## src/fss_pkg.sv

```systemverilog
// Functional notes
// - A slave that exchanges data with current inputs is reported as code 0.
// - Codes 1, 2 and 3 mean deactivated by the host, no response, and owned by another master.
// - Codes 4 to 7 mean bad response, parameter telegram error, unsupported function, config error.
// - Codes 8, 9 and 18 mean starting up, static diagnosis, and ready without host data.
// - Codes 11, 14 and 17 mean bus error, telegram error and unexpected telegram.
// - Codes 15 and 16 mean no resources and service not activated.
// - One read-only status byte per slave, subindex 1 to 125.
// - Cycle statistics shown are always those of the preceding cycle.
// - A 16-bit multiplier converts the four tick entries to 100 ns units.
// - A 16-bit divider is applied after multiplication to reach 100 ns units.
// - Cycle, output prep and input prep times are measured in ticks as 16-bit values.
// - The output event spacing is recorded only when the sync mode is 1 or 2.
// - The output delay time of the preceding cycle is reported as a 32-bit ns value.
// - The signed distance between output event and sync pulse is reported once enabled; the code counts unsigned ns from an output event to the next sync pulse.
// - The statistics header entry reports 8 subentries.
package fss_pkg;

  localparam int unsigned FSS_MAX_SLAVES = 125;
  localparam logic [7:0] FSS_STATS_COUNT = 8'h08;
  localparam logic [7:0] FSS_SUB_FIRST_SLAVE = 8'h01;
  localparam logic [7:0] FSS_SUB_LAST_SLAVE = 8'h7D;
  localparam logic [7:0] FSS_SUB_MULT = 8'h01;
  localparam logic [7:0] FSS_SUB_DIV = 8'h02;
  localparam logic [7:0] FSS_SUB_CYCLE = 8'h03;
  localparam logic [7:0] FSS_SUB_SPACING = 8'h04;
  localparam logic [7:0] FSS_SUB_OUT_PREP = 8'h05;
  localparam logic [7:0] FSS_SUB_IN_PREP = 8'h06;
  localparam logic [7:0] FSS_SUB_OUT_DELAY = 8'h07;
  localparam logic [7:0] FSS_SUB_SYNC_DIST = 8'h08;
  localparam logic [15:0] FSS_TIME16_RESET = 16'h0000;
  localparam logic [31:0] FSS_TIME32_RESET = 32'h00000000;
  localparam logic [7:0] FSS_CODE_RESET = 8'h08;
  localparam logic [7:0] FSS_SYNC_MODE_A = 8'h01;
  localparam logic [7:0] FSS_SYNC_MODE_B = 8'h02;
  localparam logic [7:0] FSS_TICK_100NS_DIV = 8'h04;
  localparam logic [31:0] FSS_CLK_PERIOD_NS = 32'h00000019;

  typedef enum logic [7:0] {
    FSS_ST_EXCHANGE = 8'h00,
    FSS_ST_DEACTIVATED = 8'h01,
    FSS_ST_NO_RESPONSE = 8'h02,
    FSS_ST_OTHER_MASTER = 8'h03,
    FSS_ST_BAD_RESPONSE = 8'h04,
    FSS_ST_PARAM_ERR = 8'h05,
    FSS_ST_UNSUPPORTED = 8'h06,
    FSS_ST_CONFIG_ERR = 8'h07,
    FSS_ST_STARTUP = 8'h08,
    FSS_ST_STATIC_DIAG = 8'h09,
    FSS_ST_BUS_ERR = 8'h0B,
    FSS_ST_TELEGRAM_ERR = 8'h0E,
    FSS_ST_NO_RESOURCES = 8'h0F,
    FSS_ST_NOT_ACTIVATED = 8'h10,
    FSS_ST_UNEXPECTED = 8'h11,
    FSS_ST_READY_NO_DATA = 8'h12
  } fss_code_e;

  // Outcome of one slave poll, reported by the bus engine.
  typedef struct packed {
    logic valid;
    logic [6:0] slave;
    logic deactivated;
    logic no_response;
    logic other_master;
    logic bad_response;
    logic param_err;
    logic unsupported;
    logic config_err;
    logic starting;
    logic static_diag;
    logic bus_err;
    logic telegram_err;
    logic no_resources;
    logic not_activated;
    logic unexpected;
    logic host_data_on;
  } fss_poll_s;

  // Register read request and answer.
  typedef struct packed {
    logic rd;
    logic stats;
    logic [7:0] sub;
  } fss_rd_req_s;

  typedef struct packed {
    logic valid;
    logic [31:0] data;
  } fss_rd_rsp_s;

endpackage

```

## src/fss_status_stats.sv

```systemverilog
module fss_status_stats import fss_pkg::*; #(
  parameter int unsigned SLAVES = FSS_MAX_SLAVES,
  parameter logic [15:0] TICK_MULT = 16'h0001,
  parameter logic [15:0] TICK_DIV = 16'h0001
) (
  input wire logic sys_clk,
  input wire logic rst_b,
  input wire fss_poll_s poll,
  input wire logic cycle_start,
  input wire logic out_prep_done,
  input wire logic in_prep_start,
  input wire logic in_prep_done,
  input wire logic output_buffer_event,
  input wire logic distributed_sync_pulse,
  input wire logic [7:0] sync_mode,
  input wire logic sync_dist_enable,
  input wire logic [31:0] output_delay_ns_in,
  input wire fss_rd_req_s rd_req,
  output fss_rd_rsp_s rd_rsp,
  output logic [7:0] slave_status_count,
  output logic [7:0] cycle_stats_count
);

  // ---------------------------------------------------------------
  // Reset release and pin synchronisers
  // ---------------------------------------------------------------
  logic [1:0] rst_sync_reg;
  logic rst_n;
  logic [1:0] sm_sync_reg;
  logic [1:0] sy_sync_reg;
  logic sm_evt_reg;
  logic sy_evt_reg;
  logic sm_evt;
  logic sy_evt;

  always_ff @(posedge sys_clk or negedge rst_b) begin
    if (!rst_b) begin
      rst_sync_reg <= 2'b00;
    end else begin
      rst_sync_reg <= {rst_sync_reg[0], 1'b1};
    end
  end
  assign rst_n = rst_sync_reg[1];

  always_ff @(posedge sys_clk or negedge rst_n) begin
    if (!rst_n) begin
      sm_sync_reg <= 2'b00;
      sy_sync_reg <= 2'b00;
      sm_evt_reg <= 1'b0;
      sy_evt_reg <= 1'b0;
    end else begin
      sm_sync_reg <= {sm_sync_reg[0], output_buffer_event};
      sy_sync_reg <= {sy_sync_reg[0], distributed_sync_pulse};
      sm_evt_reg <= sm_sync_reg[1];
      sy_evt_reg <= sy_sync_reg[1];
    end
  end
  assign sm_evt = sm_sync_reg[1] & ~sm_evt_reg;
  assign sy_evt = sy_sync_reg[1] & ~sy_evt_reg;

  // ---------------------------------------------------------------
  // Slave status code encoding
  // ---------------------------------------------------------------
  fss_code_e code;

  always_comb begin
    if (poll.deactivated) begin
      code = FSS_ST_DEACTIVATED;
    end else if (poll.no_response) begin
      code = FSS_ST_NO_RESPONSE;
    end else if (poll.bus_err) begin
      code = FSS_ST_BUS_ERR;
    end else if (poll.telegram_err) begin
      code = FSS_ST_TELEGRAM_ERR;
    end else if (poll.unexpected) begin
      code = FSS_ST_UNEXPECTED;
    end else if (poll.other_master) begin
      code = FSS_ST_OTHER_MASTER;
    end else if (poll.bad_response) begin
      code = FSS_ST_BAD_RESPONSE;
    end else if (poll.param_err) begin
      code = FSS_ST_PARAM_ERR;
    end else if (poll.unsupported) begin
      code = FSS_ST_UNSUPPORTED;
    end else if (poll.config_err) begin
      code = FSS_ST_CONFIG_ERR;
    end else if (poll.no_resources) begin
      code = FSS_ST_NO_RESOURCES;
    end else if (poll.not_activated) begin
      code = FSS_ST_NOT_ACTIVATED;
    end else if (poll.static_diag) begin
      code = FSS_ST_STATIC_DIAG;
    end else if (poll.starting) begin
      code = FSS_ST_STARTUP;
    end else if (!poll.host_data_on) begin
      code = FSS_ST_READY_NO_DATA;
    end else begin
      code = FSS_ST_EXCHANGE;
    end
  end

  // ---------------------------------------------------------------
  // Status memory with reset sweep
  // ---------------------------------------------------------------
  logic [6:0] init_reg;
  logic [6:0] init_next;
  logic init_busy_reg;
  logic init_busy_next;
  logic mem_we;
  logic [6:0] mem_waddr;
  logic [7:0] mem_wdata;
  logic [6:0] mem_raddr;
  logic [7:0] mem_rdata;
  logic poll_ok;

  assign poll_ok = poll.valid && (32'(poll.slave) < SLAVES);

  always_comb begin
    init_next = init_reg;
    init_busy_next = init_busy_reg;
    if (init_busy_reg) begin
      init_next = init_reg + 7'd1;
      if (32'(init_reg) == SLAVES - 1) begin
        init_busy_next = 1'b0;
      end
    end
  end

  always_ff @(posedge sys_clk or negedge rst_n) begin
    if (!rst_n) begin
      init_reg <= 7'd0;
      init_busy_reg <= 1'b1;
    end else begin
      init_reg <= init_next;
      init_busy_reg <= init_busy_next;
    end
  end

  // Each poll of a slave below SLAVES rewrites its slave's byte once the sweep, which seeds start-up codes, is done.
  assign mem_we = init_busy_reg || poll_ok;
  assign mem_waddr = init_busy_reg ? init_reg : poll.slave;
  assign mem_wdata = init_busy_reg ? FSS_CODE_RESET : 8'(code);
  assign mem_raddr = 7'(rd_req.sub - FSS_SUB_FIRST_SLAVE);

  fss_code_mem #(
    .DEPTH(SLAVES),
    .AW(7)
  ) u_mem (
    .sys_clk(sys_clk),
    .wr_en(mem_we),
    .wr_addr(mem_waddr),
    .wr_data(mem_wdata),
    .rd_addr(mem_raddr),
    .rd_data(mem_rdata)
  );

  // ---------------------------------------------------------------
  // Cycle measurements in ticks and ns
  // ---------------------------------------------------------------
  logic [15:0] cyc_cnt_reg, cyc_cnt_next;
  logic [15:0] sp_cnt_reg, sp_cnt_next;
  logic [15:0] in_cnt_reg, in_cnt_next;
  logic [31:0] dist_cnt_reg, dist_cnt_next;
  logic in_run_reg, in_run_next;
  logic dist_run_reg, dist_run_next;
  logic [15:0] out_prep_reg, out_prep_next;
  logic [15:0] in_prep_reg, in_prep_next;
  logic [15:0] spacing_cur_reg, spacing_cur_next;
  logic [31:0] dist_cur_reg, dist_cur_next;
  logic [7:0] tick_reg, tick_next;
  logic tick_en;
  logic [15:0] last_cycle_time, last_cycle_time_next;
  logic [15:0] event_spacing_time, event_spacing_time_next;
  logic [15:0] output_prep_time, output_prep_time_next;
  logic [15:0] input_prep_time, input_prep_time_next;
  logic [31:0] output_delay_ns, output_delay_ns_next;
  logic [31:0] sync_event_distance_ns, sync_event_distance_ns_next;
  logic spacing_on;

  // Local tick is a 100 ns enable pulse from the system clock divider.
  assign tick_en = (tick_reg == FSS_TICK_100NS_DIV - 8'd1);
  assign spacing_on = (sync_mode == FSS_SYNC_MODE_A) || (sync_mode == FSS_SYNC_MODE_B);

  always_comb begin
    tick_next = tick_en ? 8'd0 : tick_reg + 8'd1;
    cyc_cnt_next = cyc_cnt_reg + {15'd0, tick_en};
    sp_cnt_next = sp_cnt_reg + {15'd0, tick_en};
    in_cnt_next = in_cnt_reg + {15'd0, tick_en && in_run_reg};
    in_run_next = in_run_reg;
    out_prep_next = out_prep_reg;
    in_prep_next = in_prep_reg;
    spacing_cur_next = spacing_cur_reg;
    dist_cur_next = dist_cur_reg;
    dist_run_next = dist_run_reg;
    dist_cnt_next = dist_run_reg ? dist_cnt_reg + FSS_CLK_PERIOD_NS : dist_cnt_reg;
    last_cycle_time_next = last_cycle_time;
    event_spacing_time_next = event_spacing_time;
    output_prep_time_next = output_prep_time;
    input_prep_time_next = input_prep_time;
    output_delay_ns_next = output_delay_ns;
    sync_event_distance_ns_next = sync_event_distance_ns;
    if (out_prep_done) begin
      out_prep_next = cyc_cnt_reg;
    end
    if (in_prep_start) begin
      in_run_next = 1'b1;
      in_cnt_next = 16'd0;
    end
    if (in_prep_done) begin
      in_run_next = 1'b0;
      in_prep_next = in_cnt_reg;
    end
    if (sm_evt) begin
      sp_cnt_next = 16'd0;
      if (spacing_on) begin
        spacing_cur_next = sp_cnt_reg;
      end
      if (sync_dist_enable) begin
        dist_run_next = 1'b1;
        dist_cnt_next = 32'd0;
      end
    end
    if (sy_evt && dist_run_reg) begin
      dist_run_next = 1'b0;
      dist_cur_next = dist_cnt_reg;
    end
    // Published values change only at the cycle boundary.
    if (cycle_start) begin
      cyc_cnt_next = 16'd0;
      last_cycle_time_next = cyc_cnt_reg;
      output_prep_time_next = out_prep_reg;
      input_prep_time_next = in_prep_reg;
      event_spacing_time_next = spacing_cur_reg;
      output_delay_ns_next = output_delay_ns_in;
      if (sync_dist_enable) begin
        sync_event_distance_ns_next = dist_cur_reg;
      end
    end
  end

  always_ff @(posedge sys_clk or negedge rst_n) begin
    if (!rst_n) begin
      tick_reg <= 8'd0;
      cyc_cnt_reg <= FSS_TIME16_RESET;
      sp_cnt_reg <= FSS_TIME16_RESET;
      in_cnt_reg <= FSS_TIME16_RESET;
      in_run_reg <= 1'b0;
      dist_run_reg <= 1'b0;
      dist_cnt_reg <= FSS_TIME32_RESET;
      out_prep_reg <= FSS_TIME16_RESET;
      in_prep_reg <= FSS_TIME16_RESET;
      spacing_cur_reg <= FSS_TIME16_RESET;
      dist_cur_reg <= FSS_TIME32_RESET;
      last_cycle_time <= FSS_TIME16_RESET;
      event_spacing_time <= FSS_TIME16_RESET;
      output_prep_time <= FSS_TIME16_RESET;
      input_prep_time <= FSS_TIME16_RESET;
      output_delay_ns <= FSS_TIME32_RESET;
      sync_event_distance_ns <= FSS_TIME32_RESET;
    end else begin
      tick_reg <= tick_next;
      cyc_cnt_reg <= cyc_cnt_next;
      sp_cnt_reg <= sp_cnt_next;
      in_cnt_reg <= in_cnt_next;
      in_run_reg <= in_run_next;
      dist_run_reg <= dist_run_next;
      dist_cnt_reg <= dist_cnt_next;
      out_prep_reg <= out_prep_next;
      in_prep_reg <= in_prep_next;
      spacing_cur_reg <= spacing_cur_next;
      dist_cur_reg <= dist_cur_next;
      last_cycle_time <= last_cycle_time_next;
      event_spacing_time <= event_spacing_time_next;
      output_prep_time <= output_prep_time_next;
      input_prep_time <= input_prep_time_next;
      output_delay_ns <= output_delay_ns_next;
      sync_event_distance_ns <= sync_event_distance_ns_next;
    end
  end

  // ---------------------------------------------------------------
  // Read port
  // ---------------------------------------------------------------
  logic pend_slave_reg, pend_slave_next;
  logic pend_stats_reg, pend_stats_next;
  logic [31:0] stats_word_reg, stats_word_next;
  fss_rd_rsp_s rd_rsp_next;
  logic slave_hit;

  assign slave_hit = (rd_req.sub >= FSS_SUB_FIRST_SLAVE) && (rd_req.sub <= FSS_SUB_LAST_SLAVE)
                     && (32'(rd_req.sub) <= SLAVES);

  always_comb begin
    pend_slave_next = rd_req.rd && !rd_req.stats;
    pend_stats_next = rd_req.rd && rd_req.stats;
    stats_word_next = 32'h00000000;
    if (rd_req.stats) begin
      case (rd_req.sub)
        8'h00: stats_word_next = {24'h000000, FSS_STATS_COUNT};
        FSS_SUB_MULT: stats_word_next = {16'h0000, TICK_MULT};
        FSS_SUB_DIV: stats_word_next = {16'h0000, TICK_DIV};
        FSS_SUB_CYCLE: stats_word_next = {16'h0000, last_cycle_time};
        FSS_SUB_SPACING: stats_word_next = {16'h0000, event_spacing_time};
        FSS_SUB_OUT_PREP: stats_word_next = {16'h0000, output_prep_time};
        FSS_SUB_IN_PREP: stats_word_next = {16'h0000, input_prep_time};
        FSS_SUB_OUT_DELAY: stats_word_next = output_delay_ns;
        FSS_SUB_SYNC_DIST: stats_word_next = sync_event_distance_ns;
        default: stats_word_next = 32'h00000000;
      endcase
    end else if (rd_req.sub == 8'h00) begin
      stats_word_next = SLAVES;
    end else if (slave_hit) begin
      stats_word_next = 32'h80000000;
    end
    rd_rsp_next.valid = pend_slave_reg || pend_stats_reg;
    rd_rsp_next.data = stats_word_reg;
    if (pend_slave_reg && stats_word_reg[31]) begin
      rd_rsp_next.data = {24'h000000, mem_rdata};
    end
  end

  always_ff @(posedge sys_clk or negedge rst_n) begin
    if (!rst_n) begin
      pend_slave_reg <= 1'b0;
      pend_stats_reg <= 1'b0;
      stats_word_reg <= 32'h00000000;
      rd_rsp <= '0;
      slave_status_count <= 8'h00;
      cycle_stats_count <= 8'h00;
    end else begin
      pend_slave_reg <= pend_slave_next;
      pend_stats_reg <= pend_stats_next;
      stats_word_reg <= stats_word_next;
      rd_rsp <= rd_rsp_next;
      slave_status_count <= 8'(SLAVES);
      cycle_stats_count <= FSS_STATS_COUNT;
    end
  end

endmodule

```

## src/fss_code_mem.sv

```systemverilog
module fss_code_mem import fss_pkg::*; #(
  parameter int unsigned DEPTH = FSS_MAX_SLAVES,
  parameter int unsigned AW = 7
) (
  input wire logic sys_clk,
  input wire logic wr_en,
  input wire logic [AW-1:0] wr_addr,
  input wire logic [7:0] wr_data,
  input wire logic [AW-1:0] rd_addr,
  output logic [7:0] rd_data
);

  logic [7:0] mem [DEPTH];

  always_ff @(posedge sys_clk) begin
    if (wr_en) begin
      mem[wr_addr] <= wr_data;
    end
    rd_data <= mem[rd_addr];
  end

endmodule

```

## config.mk

```make
export PLATFORM = sky130hd
export DESIGN_NAME = fss_status_stats
export DESIGN_NICKNAME = d
export VERILOG_FILES = /design/src/fss_pkg.sv /design/src/fss_status_stats.sv /design/src/fss_code_mem.sv
export SDC_FILE = /design/constraint.sdc
export NUM_CORES = 1
export LEC_CHECK = 0
export ABC_AREA = 1
export BUFFER_PORTS_ARGS = -buffer_cell sky130_fd_sc_hd__clkbuf_2
export CORE_UTILIZATION = 45
export CTS_CLUSTER_DIAMETER = 30
export CTS_CLUSTER_SIZE = 30
export DETAILED_ROUTE_END_ITERATION = 7
export PLACE_DENSITY_LB_ADDON = 0.25
export SKIP_CTS_REPAIR_TIMING = 1
export SLEW_MARGIN = 25
export SYNTH_ARGS = -nofsm -noshare
export SYNTH_HDL_FRONTEND = slang
export SYNTH_SLANG_ARGS = --single-unit
```

## constraint.sdc

```tcl
create_clock -name sys_clk -period 13.6 [get_ports sys_clk]
set_clock_uncertainty 0.2 [all_clocks]
set_input_delay 0.68 -clock sys_clk [delete_from_list [all_inputs] [get_ports sys_clk]]
set_output_delay 0.68 -clock sys_clk [all_outputs]
set_load 0.03 [all_outputs]
```

==> impl_metrics.env, run 1 <==
export IMPL_tns_ns=0
export IMPL_n_fill_cell=8014
export IMPL_area_delta_synth_final_pct=21.5
export IMPL_p_per_area_nw_per_um2=174
export IMPL_fin_ws_ns=9.19
export IMPL_rsz0062_at_grt="no"
export IMPL_synth_seq_cells=1012
export IMPL_insertion_delay_ns=0.77
export IMPL_async_flop_share=0.377
export IMPL_routed_wl_mm=112
export IMPL_pre_cts_slack_ns=8.41
export IMPL_synth_distinct_cells=42
export IMPL_run_status="completed"
export IMPL_gp_congestion=0.850
export IMPL_rows=112
export IMPL_finalSetupViolations=0
export IMPL_r2r_start="rst_sync_reg[1]"
export IMPL_grt_use_total=0.234
export IMPL_wl_per_cell_um=18.8
export IMPL_io_pins=131
export IMPL_die_y_um=310
export IMPL_period_minus_slack_ns=4.41
export IMPL_ir_drop_mv=0.118
export IMPL_power_internal_uw=6950
export IMPL_cp_arrival_ns=4.86
export IMPL_switching_share=0.232
export IMPL_period_share=0.324
export IMPL_cp_max_fo=140
export IMPL_critPathKind="primary input to flip-flop"
export IMPL_syn_inst=4331
export IMPL_gr_total_overflow=0
export IMPL_fmax_mhz=227
export IMPL_antenna_found_initial=4
export IMPL_die_w_um=310
export IMPL_fin_util=0.555
export IMPL_reg_top3="u_mem.mem x625, rd_rsp x33"
export IMPL_cts_root_buf="clkbuf_16"
export IMPL_startpoint_type="primary input"
export IMPL_grt_pass1_wl_mm=173
export IMPL_grt_max_degree=191
export IMPL_p_leak_uw=0.0222
export IMPL_dr_pass1_iters=5
export IMPL_dpl_hpwl_mm=66.0
export IMPL_worst_hold_slack_ns=0.0312
export IMPL_finalNetCount=4615
export IMPL_drc_errors=0
export IMPL_cts_buffers=195
export IMPL_syn_avg_cell_area_um2=9.88
export IMPL_p_comb_frac=0.055
export IMPL_critPathCaptureType="flip-flop"
export IMPL_finalHoldViolCount=0
export IMPL_tightest_slew_ns=1.08
export IMPL_switching_power_uw=2100
export IMPL_pwr_share_clk=0.569
export IMPL_floorplan_initialDensity=0.457
export IMPL_port_buffers=121
export IMPL_clkTransAtPathRegs_ns=0.05
export IMPL_slew_violations=0
export IMPL_tritoncts="built"
export IMPL_max_slew_margin=0.277
export IMPL_grt_pass1_vias=30593
export IMPL_drive_above_1_share=0.116
export IMPL_vias=30961
export IMPL_ys_flop_type="edfxtp_1"
export IMPL_hp_class="primary input to asynchronous set/reset pin"
export IMPL_synth_edff_count=625
export IMPL_critPathRequiredTime_ns=14.05
export IMPL_netlist_area_um2=42800
export IMPL_cap_viol_max_count=0
export IMPL_htreeDepth=4
export IMPL_clock_sinks=1012
export IMPL_drtAntennaViolNets=0
export IMPL_ys_warn_count=0
export IMPL_viasPerCell=5.21
export IMPL_p_seq_frac=0.376
export IMPL_critPathLaunch="rd_req[0]"
export IMPL_yosysSeqAreaShare=0.664
export IMPL_top_register="u_mem.mem"
export IMPL_clock_path_buffers=3
export IMPL_largest_reg_flops=625
export IMPL_drt_iter0_drc=2862
export IMPL_die_area_um2=96400
export IMPL_design_core_area_um2=93700
-- final cells by class --
type | count | area (um2) | share of cell area
flip-flops and latches | 1012 | 28400 | 0.547
multi-input cells | 2726 | 12000 | 0.232
clock buffers | 229 | 5170 | 0.0994
clock inverters | 139 | 2010 | 0.0387
well taps | 1254 | 1570 | 0.0302
inverters | 382 | 1450 | 0.0278
repair buffers | 201 | 1350 | 0.0259
diodes | 1 | 2.50 | 0.0000481
-- cell usage in the layout, fill, tap and decap left out, drive strengths merged --
cell and count:
a2111oi 1, nor2 475, edfxtp 625, nand3 421
nor3b 2, o221ai 2, clkinvlp 21, xnor2 4
clkbuf 348, a21oi 88, dfrtp 381, dlygate4sd3 36
dfstp 1, mux2 15, clkinv 70, nor4 12
and3 2, o32ai 1, bufinv 38, o22ai 7
or2 4, buf 46, nor3 35, o21ai 264
nand2 1285, diode 1, conb 11, a31oi 12
dfxtp 5, xor2 28, o21a 1, inv 392
ha 15, a22oi 17, o211ai 5, a211oi 1
nand4 18
-- Yosys cell counts (2+ instances only) --
library cell	count	area, um2
nand2_1	1284	4820
edfxtp_1	625	18800
nor2_1	468	1760
nand3_1	420	2100
dfrtp_1	381	9530
inv_1	376	1410
o21ai_0	257	1290
clkbuf_1	106	398
a21oi_1	88	440
buf_2	58	290
buf_4	38	285
nor3_1	35	175
xor2_1	28	245
nand4_1	18	113
a22oi_1	17	128
buf_1	17	63.8
ha_1	15	188
mux2_2	15	169
a31oi_1	12	75.1
nor4_1	12	75.1
o21ai_1	7	35.0
o22ai_1	7	43.8
inv_2	6	22.5
nor2_2	6	37.5
dfxtp_1	5	100
o211ai_1	5	37.5
xnor2_1	4	35.0
or2_2	3	18.8
and3_1	2	12.5
conb_1	2	7.51
nor3b_1	2	15.0
o221ai_1	2	17.5
-- critical path, stage by stage --
cell	delay, ns
buf_8	0.59
inv_8	0.41
ha_4	0.60
inv_6	0.69
buf_4	0.78
nor2_1	0.11
o21ai_0	0.11
nand3_1	0.10
nand3_1	0.18
nand3_1	0.10
nand3_1	0.09
nand2_1	0.06
nand2_1	0.05
nand2_1	0.05
-- path summary, 6_finish.rpt --
path	to	slack, ns	cells past startpoint
max	u_mem.rd_data[0]	9.19	14
min	rst_sync_reg[1]	0.03	2
max reg2reg	in_prep_reg[4]	9.80	4
min reg2reg	rst_sync_reg[1]	0.15	0
max in group asynchronous	in_prep_reg[4]	9.80	4
min in group sys_clk	in_cnt_reg[13]	0.05	2
-- power by group through the flow --
stage	Sequential (uW)	Clock (uW)	Combinational [uW]
2_1_floorplan	3450	0	320
3_3_place_gp	3450	0	479
3_5_place_dp	3450	0	485
4_1_cts	3400	5200	489
5_1_grt	3400	5340	556
6_report	3400	5150	500
-- routing by layer --
metal	GRT usage	up-vias	wire length (um)	part of all wire
met3	0.0549	220	8390	0.075
met1	0.315	14976	47800	0.43
met2	0.370	1107	52400	0.47
met5	0	-	31	0.00028
li1	-	14652	-	-
met4	0.0863	6	3090	0.028
-- logic make-up after synthesis --
logic type,Yosys count,share of synthesized area
multiplexers,15,0.00395
buffers and inverters,602,0.0580
AO/OA/AOI/OAI,399,0.0490
flip-flops,1012,0.664
other,2,0.000175
XOR/XNOR,32,0.00655
AND/OR/NAND/NOR,2254,0.214
adder cells (fa/ha/maj),15,0.00438
-- stage by stage --
step                      std cells  power, uW  instance area [um2]
after floorplan                4340       3770                42800
after global routing           5944       9300                52000
after CTS                      5906       9090                51600
final                          5944       9050                52000
after detailed placement       5538       3940                44400
after global placement         5538       3930                44400
No activity file was read; power rests on OpenSTA's default activity.
==> run 2: changes to the inputs <==
==> constraint.sdc (replaced) <==
create_clock -name sys_clk -period 3.7 [get_ports sys_clk]
set_clock_uncertainty 0.2 [all_clocks]
set_input_delay 0.185 -clock sys_clk [delete_from_list [all_inputs] [get_ports sys_clk]]
set_output_delay 0.185 -clock sys_clk [all_outputs]
set_load 0.03 [all_outputs]
==> run 2 against run 1 <==
  * The flow now finishes with violations (design-rule violations, negative hold slack)
  * Sequential share of layout area fell by 0.29 points
  * Register-to-register slack worse by 9.4 ns
  * Routed wire length down 0.60%
  * Combinational power grew to 3.9 times the previous value
  * Via count grew 0.75%
==> impl_metrics.env, run 2 (synthesis results as in run 1) <==
export IMPL_run_status="finished with violations"
export IMPL_violations="design-rule violations, negative hold slack"
export IMPL_grt_use_met3=0.0486
export IMPL_critPathKind="flip-flop to flip-flop"
export IMPL_clkTransAtPathRegs_ns=0.05
export IMPL_antenna_found_initial=4
export IMPL_rows=112
export IMPL_finalNetCount=4694
export IMPL_slew_violations=0
export IMPL_drc_errors=3
export IMPL_drtAntennaViolNets=0
export IMPL_grt_pass1_wl_mm=171
export IMPL_routed_wl_mm=111
export IMPL_dpl_cell_count=5564
export IMPL_met1_usage=0.313
export IMPL_gp_congestion=0.846
export IMPL_pre_cts_slack_ns=0.427
export IMPL_met2_usage=0.373
export IMPL_clock_path_buffers=3
export IMPL_io_pins=131
export IMPL_clock_sinks=1012
export IMPL_floorplan_initialDensity=0.457
export IMPL_max_slew_margin=0.394
export IMPL_period_minus_slack_ns=3.29
export IMPL_dr_pass1_iters=8
export IMPL_hp_class="primary input to flip-flop"
export IMPL_period_share=0.889
export IMPL_p_leak_uw=0.0222
export IMPL_drt_iter0_drc=2726
export IMPL_top_register="u_mem.mem"
export IMPL_die_area_um2=96400
export IMPL_drive_above_1_share=0.115
export IMPL_tightest_slew_ns=0.909
export IMPL_htreeDepth=4
export IMPL_ir_drop_mv=0.531
export IMPL_die_y_um=310
export IMPL_fmax_mhz=304
export IMPL_cap_viol_max_count=0
export IMPL_wl_per_cell_um=18.5
export IMPL_power_uw=31500
export IMPL_design_core_area_um2=93700
export IMPL_gr_total_overflow=0
export IMPL_viasPerCell=5.19
export IMPL_largest_reg_flops=625
export IMPL_final_common_cell="nand2_1"
export IMPL_area_delta_synth_final_pct=22.2
export IMPL_fin_ws_ns=0.409
export IMPL_cp_arrival_ns=3.47
export IMPL_critPathRequiredTime_ns=3.87
export IMPL_dpl_hpwl_mm=66.6
export IMPL_cts_root_buf="clkbuf_16"
export IMPL_reg_top3="u_mem.mem x625, rd_rsp x33"
export IMPL_tritoncts="built"
export IMPL_p_per_area_nw_per_um2=602
export IMPL_vias=31193
export IMPL_worst_hold_slack_ns=-0.0309
export IMPL_cts_buffers=182
export IMPL_fin_cells=6007
export IMPL_cp_max_fo=16
export IMPL_finalSetupViolations=0
export IMPL_port_buffers=121
export IMPL_grt_use_total=0.232
export IMPL_antenna_cells=0
export IMPL_die_w_um=310
export IMPL_grt_max_degree=165
export IMPL_grt_pass1_vias=30320
export IMPL_final_cell_mix="nand2_1, edfxtp_1, nor2_1"
export IMPL_insertion_delay_ns=0.76
export IMPL_finalHoldViolCount=8
export IMPL_rsz0062_at_grt="no"
export IMPL_startpoint_type="flip-flop"
export IMPL_busiest_layer="met2"
export IMPL_critPathCaptureType="flip-flop"
## run 2: cell types whose count changed in the layout (fill, tap and decap cells not counted), moves of 10 or more
cell           previous run  this run
clkbuf_16               197       187
buf_12                    1        18
bufinv_16                38        24
buf_4                    42        52
inv_6                     6        18
dlygate4sd3_1            36       103
## run 2: metrics by stage
step	area [um2]	utilization	setup TNS (ns)
after global placement	44900	0.479	0
after global routing	52300	0.558	0
after detailed placement	44900	0.479	0
final	52300	0.558	0
after floorplan	42900	-	-116.37
after CTS	51300	0.547	0
## run 2: path summary, 6_finish.rpt
kind / depth (start not counted) / slack (ns) / startpoint / endpoint
worst max register to register: 6 / 0.41 / init_busy_reg / u_mem.mem[92][2]
min in group asynchronous: 3 / 0.09 / rst_b / rst_sync_reg[1]
worst min register to register: 0 / 0.14 / rst_sync_reg[0] / rst_sync_reg[1]
max in group asynchronous: 1 / 2.20 / rst_sync_reg[1] / sp_cnt_reg[6]
worst min-delay path: 4 / -0.03 / output_delay_ns_in[15] / output_delay_ns[15]
worst max-delay path: 6 / 0.41 / init_busy_reg / u_mem.mem[92][2]
## run 2: layout make-up
| type | instances | area, um2 |
|---|---|---|
| clock inverter | 130 | 1560 |
| tap | 1254 | 1570 |
| clock buffer | 210 | 4830 |
| fill | 7979 | 41400 |
| multi-input combinational | 2726 | 12100 |
| inverter | 382 | 1450 |
| timing repair buffer | 293 | 2390 |
| sequential | 1012 | 28400 |
## run 2: worst max-delay path: stages, from the launching register on
cell,delay [ns]
dfstp_2,0.74
nand2_1,0.10
o21ai_0,0.19
inv_1,0.11
nor2_1,0.56
nand3_1,0.40
nor3_1,0.61
## run 2: routing by layer
| metal | vias up | wire [um] |
|---|---|---|
| met3 | 207 | 7740 |
| met4 | 8 | 2920 |
| li1 | 14799 | - |
| met5 | - | 42 |
| met2 | 1120 | 52900 |
| met1 | 15059 | 47400 |
## run 2: power by group
group	internal, uW	switching (uW)
Combinational	590	1340
Clock	11100	5930
Sequential	12300	191
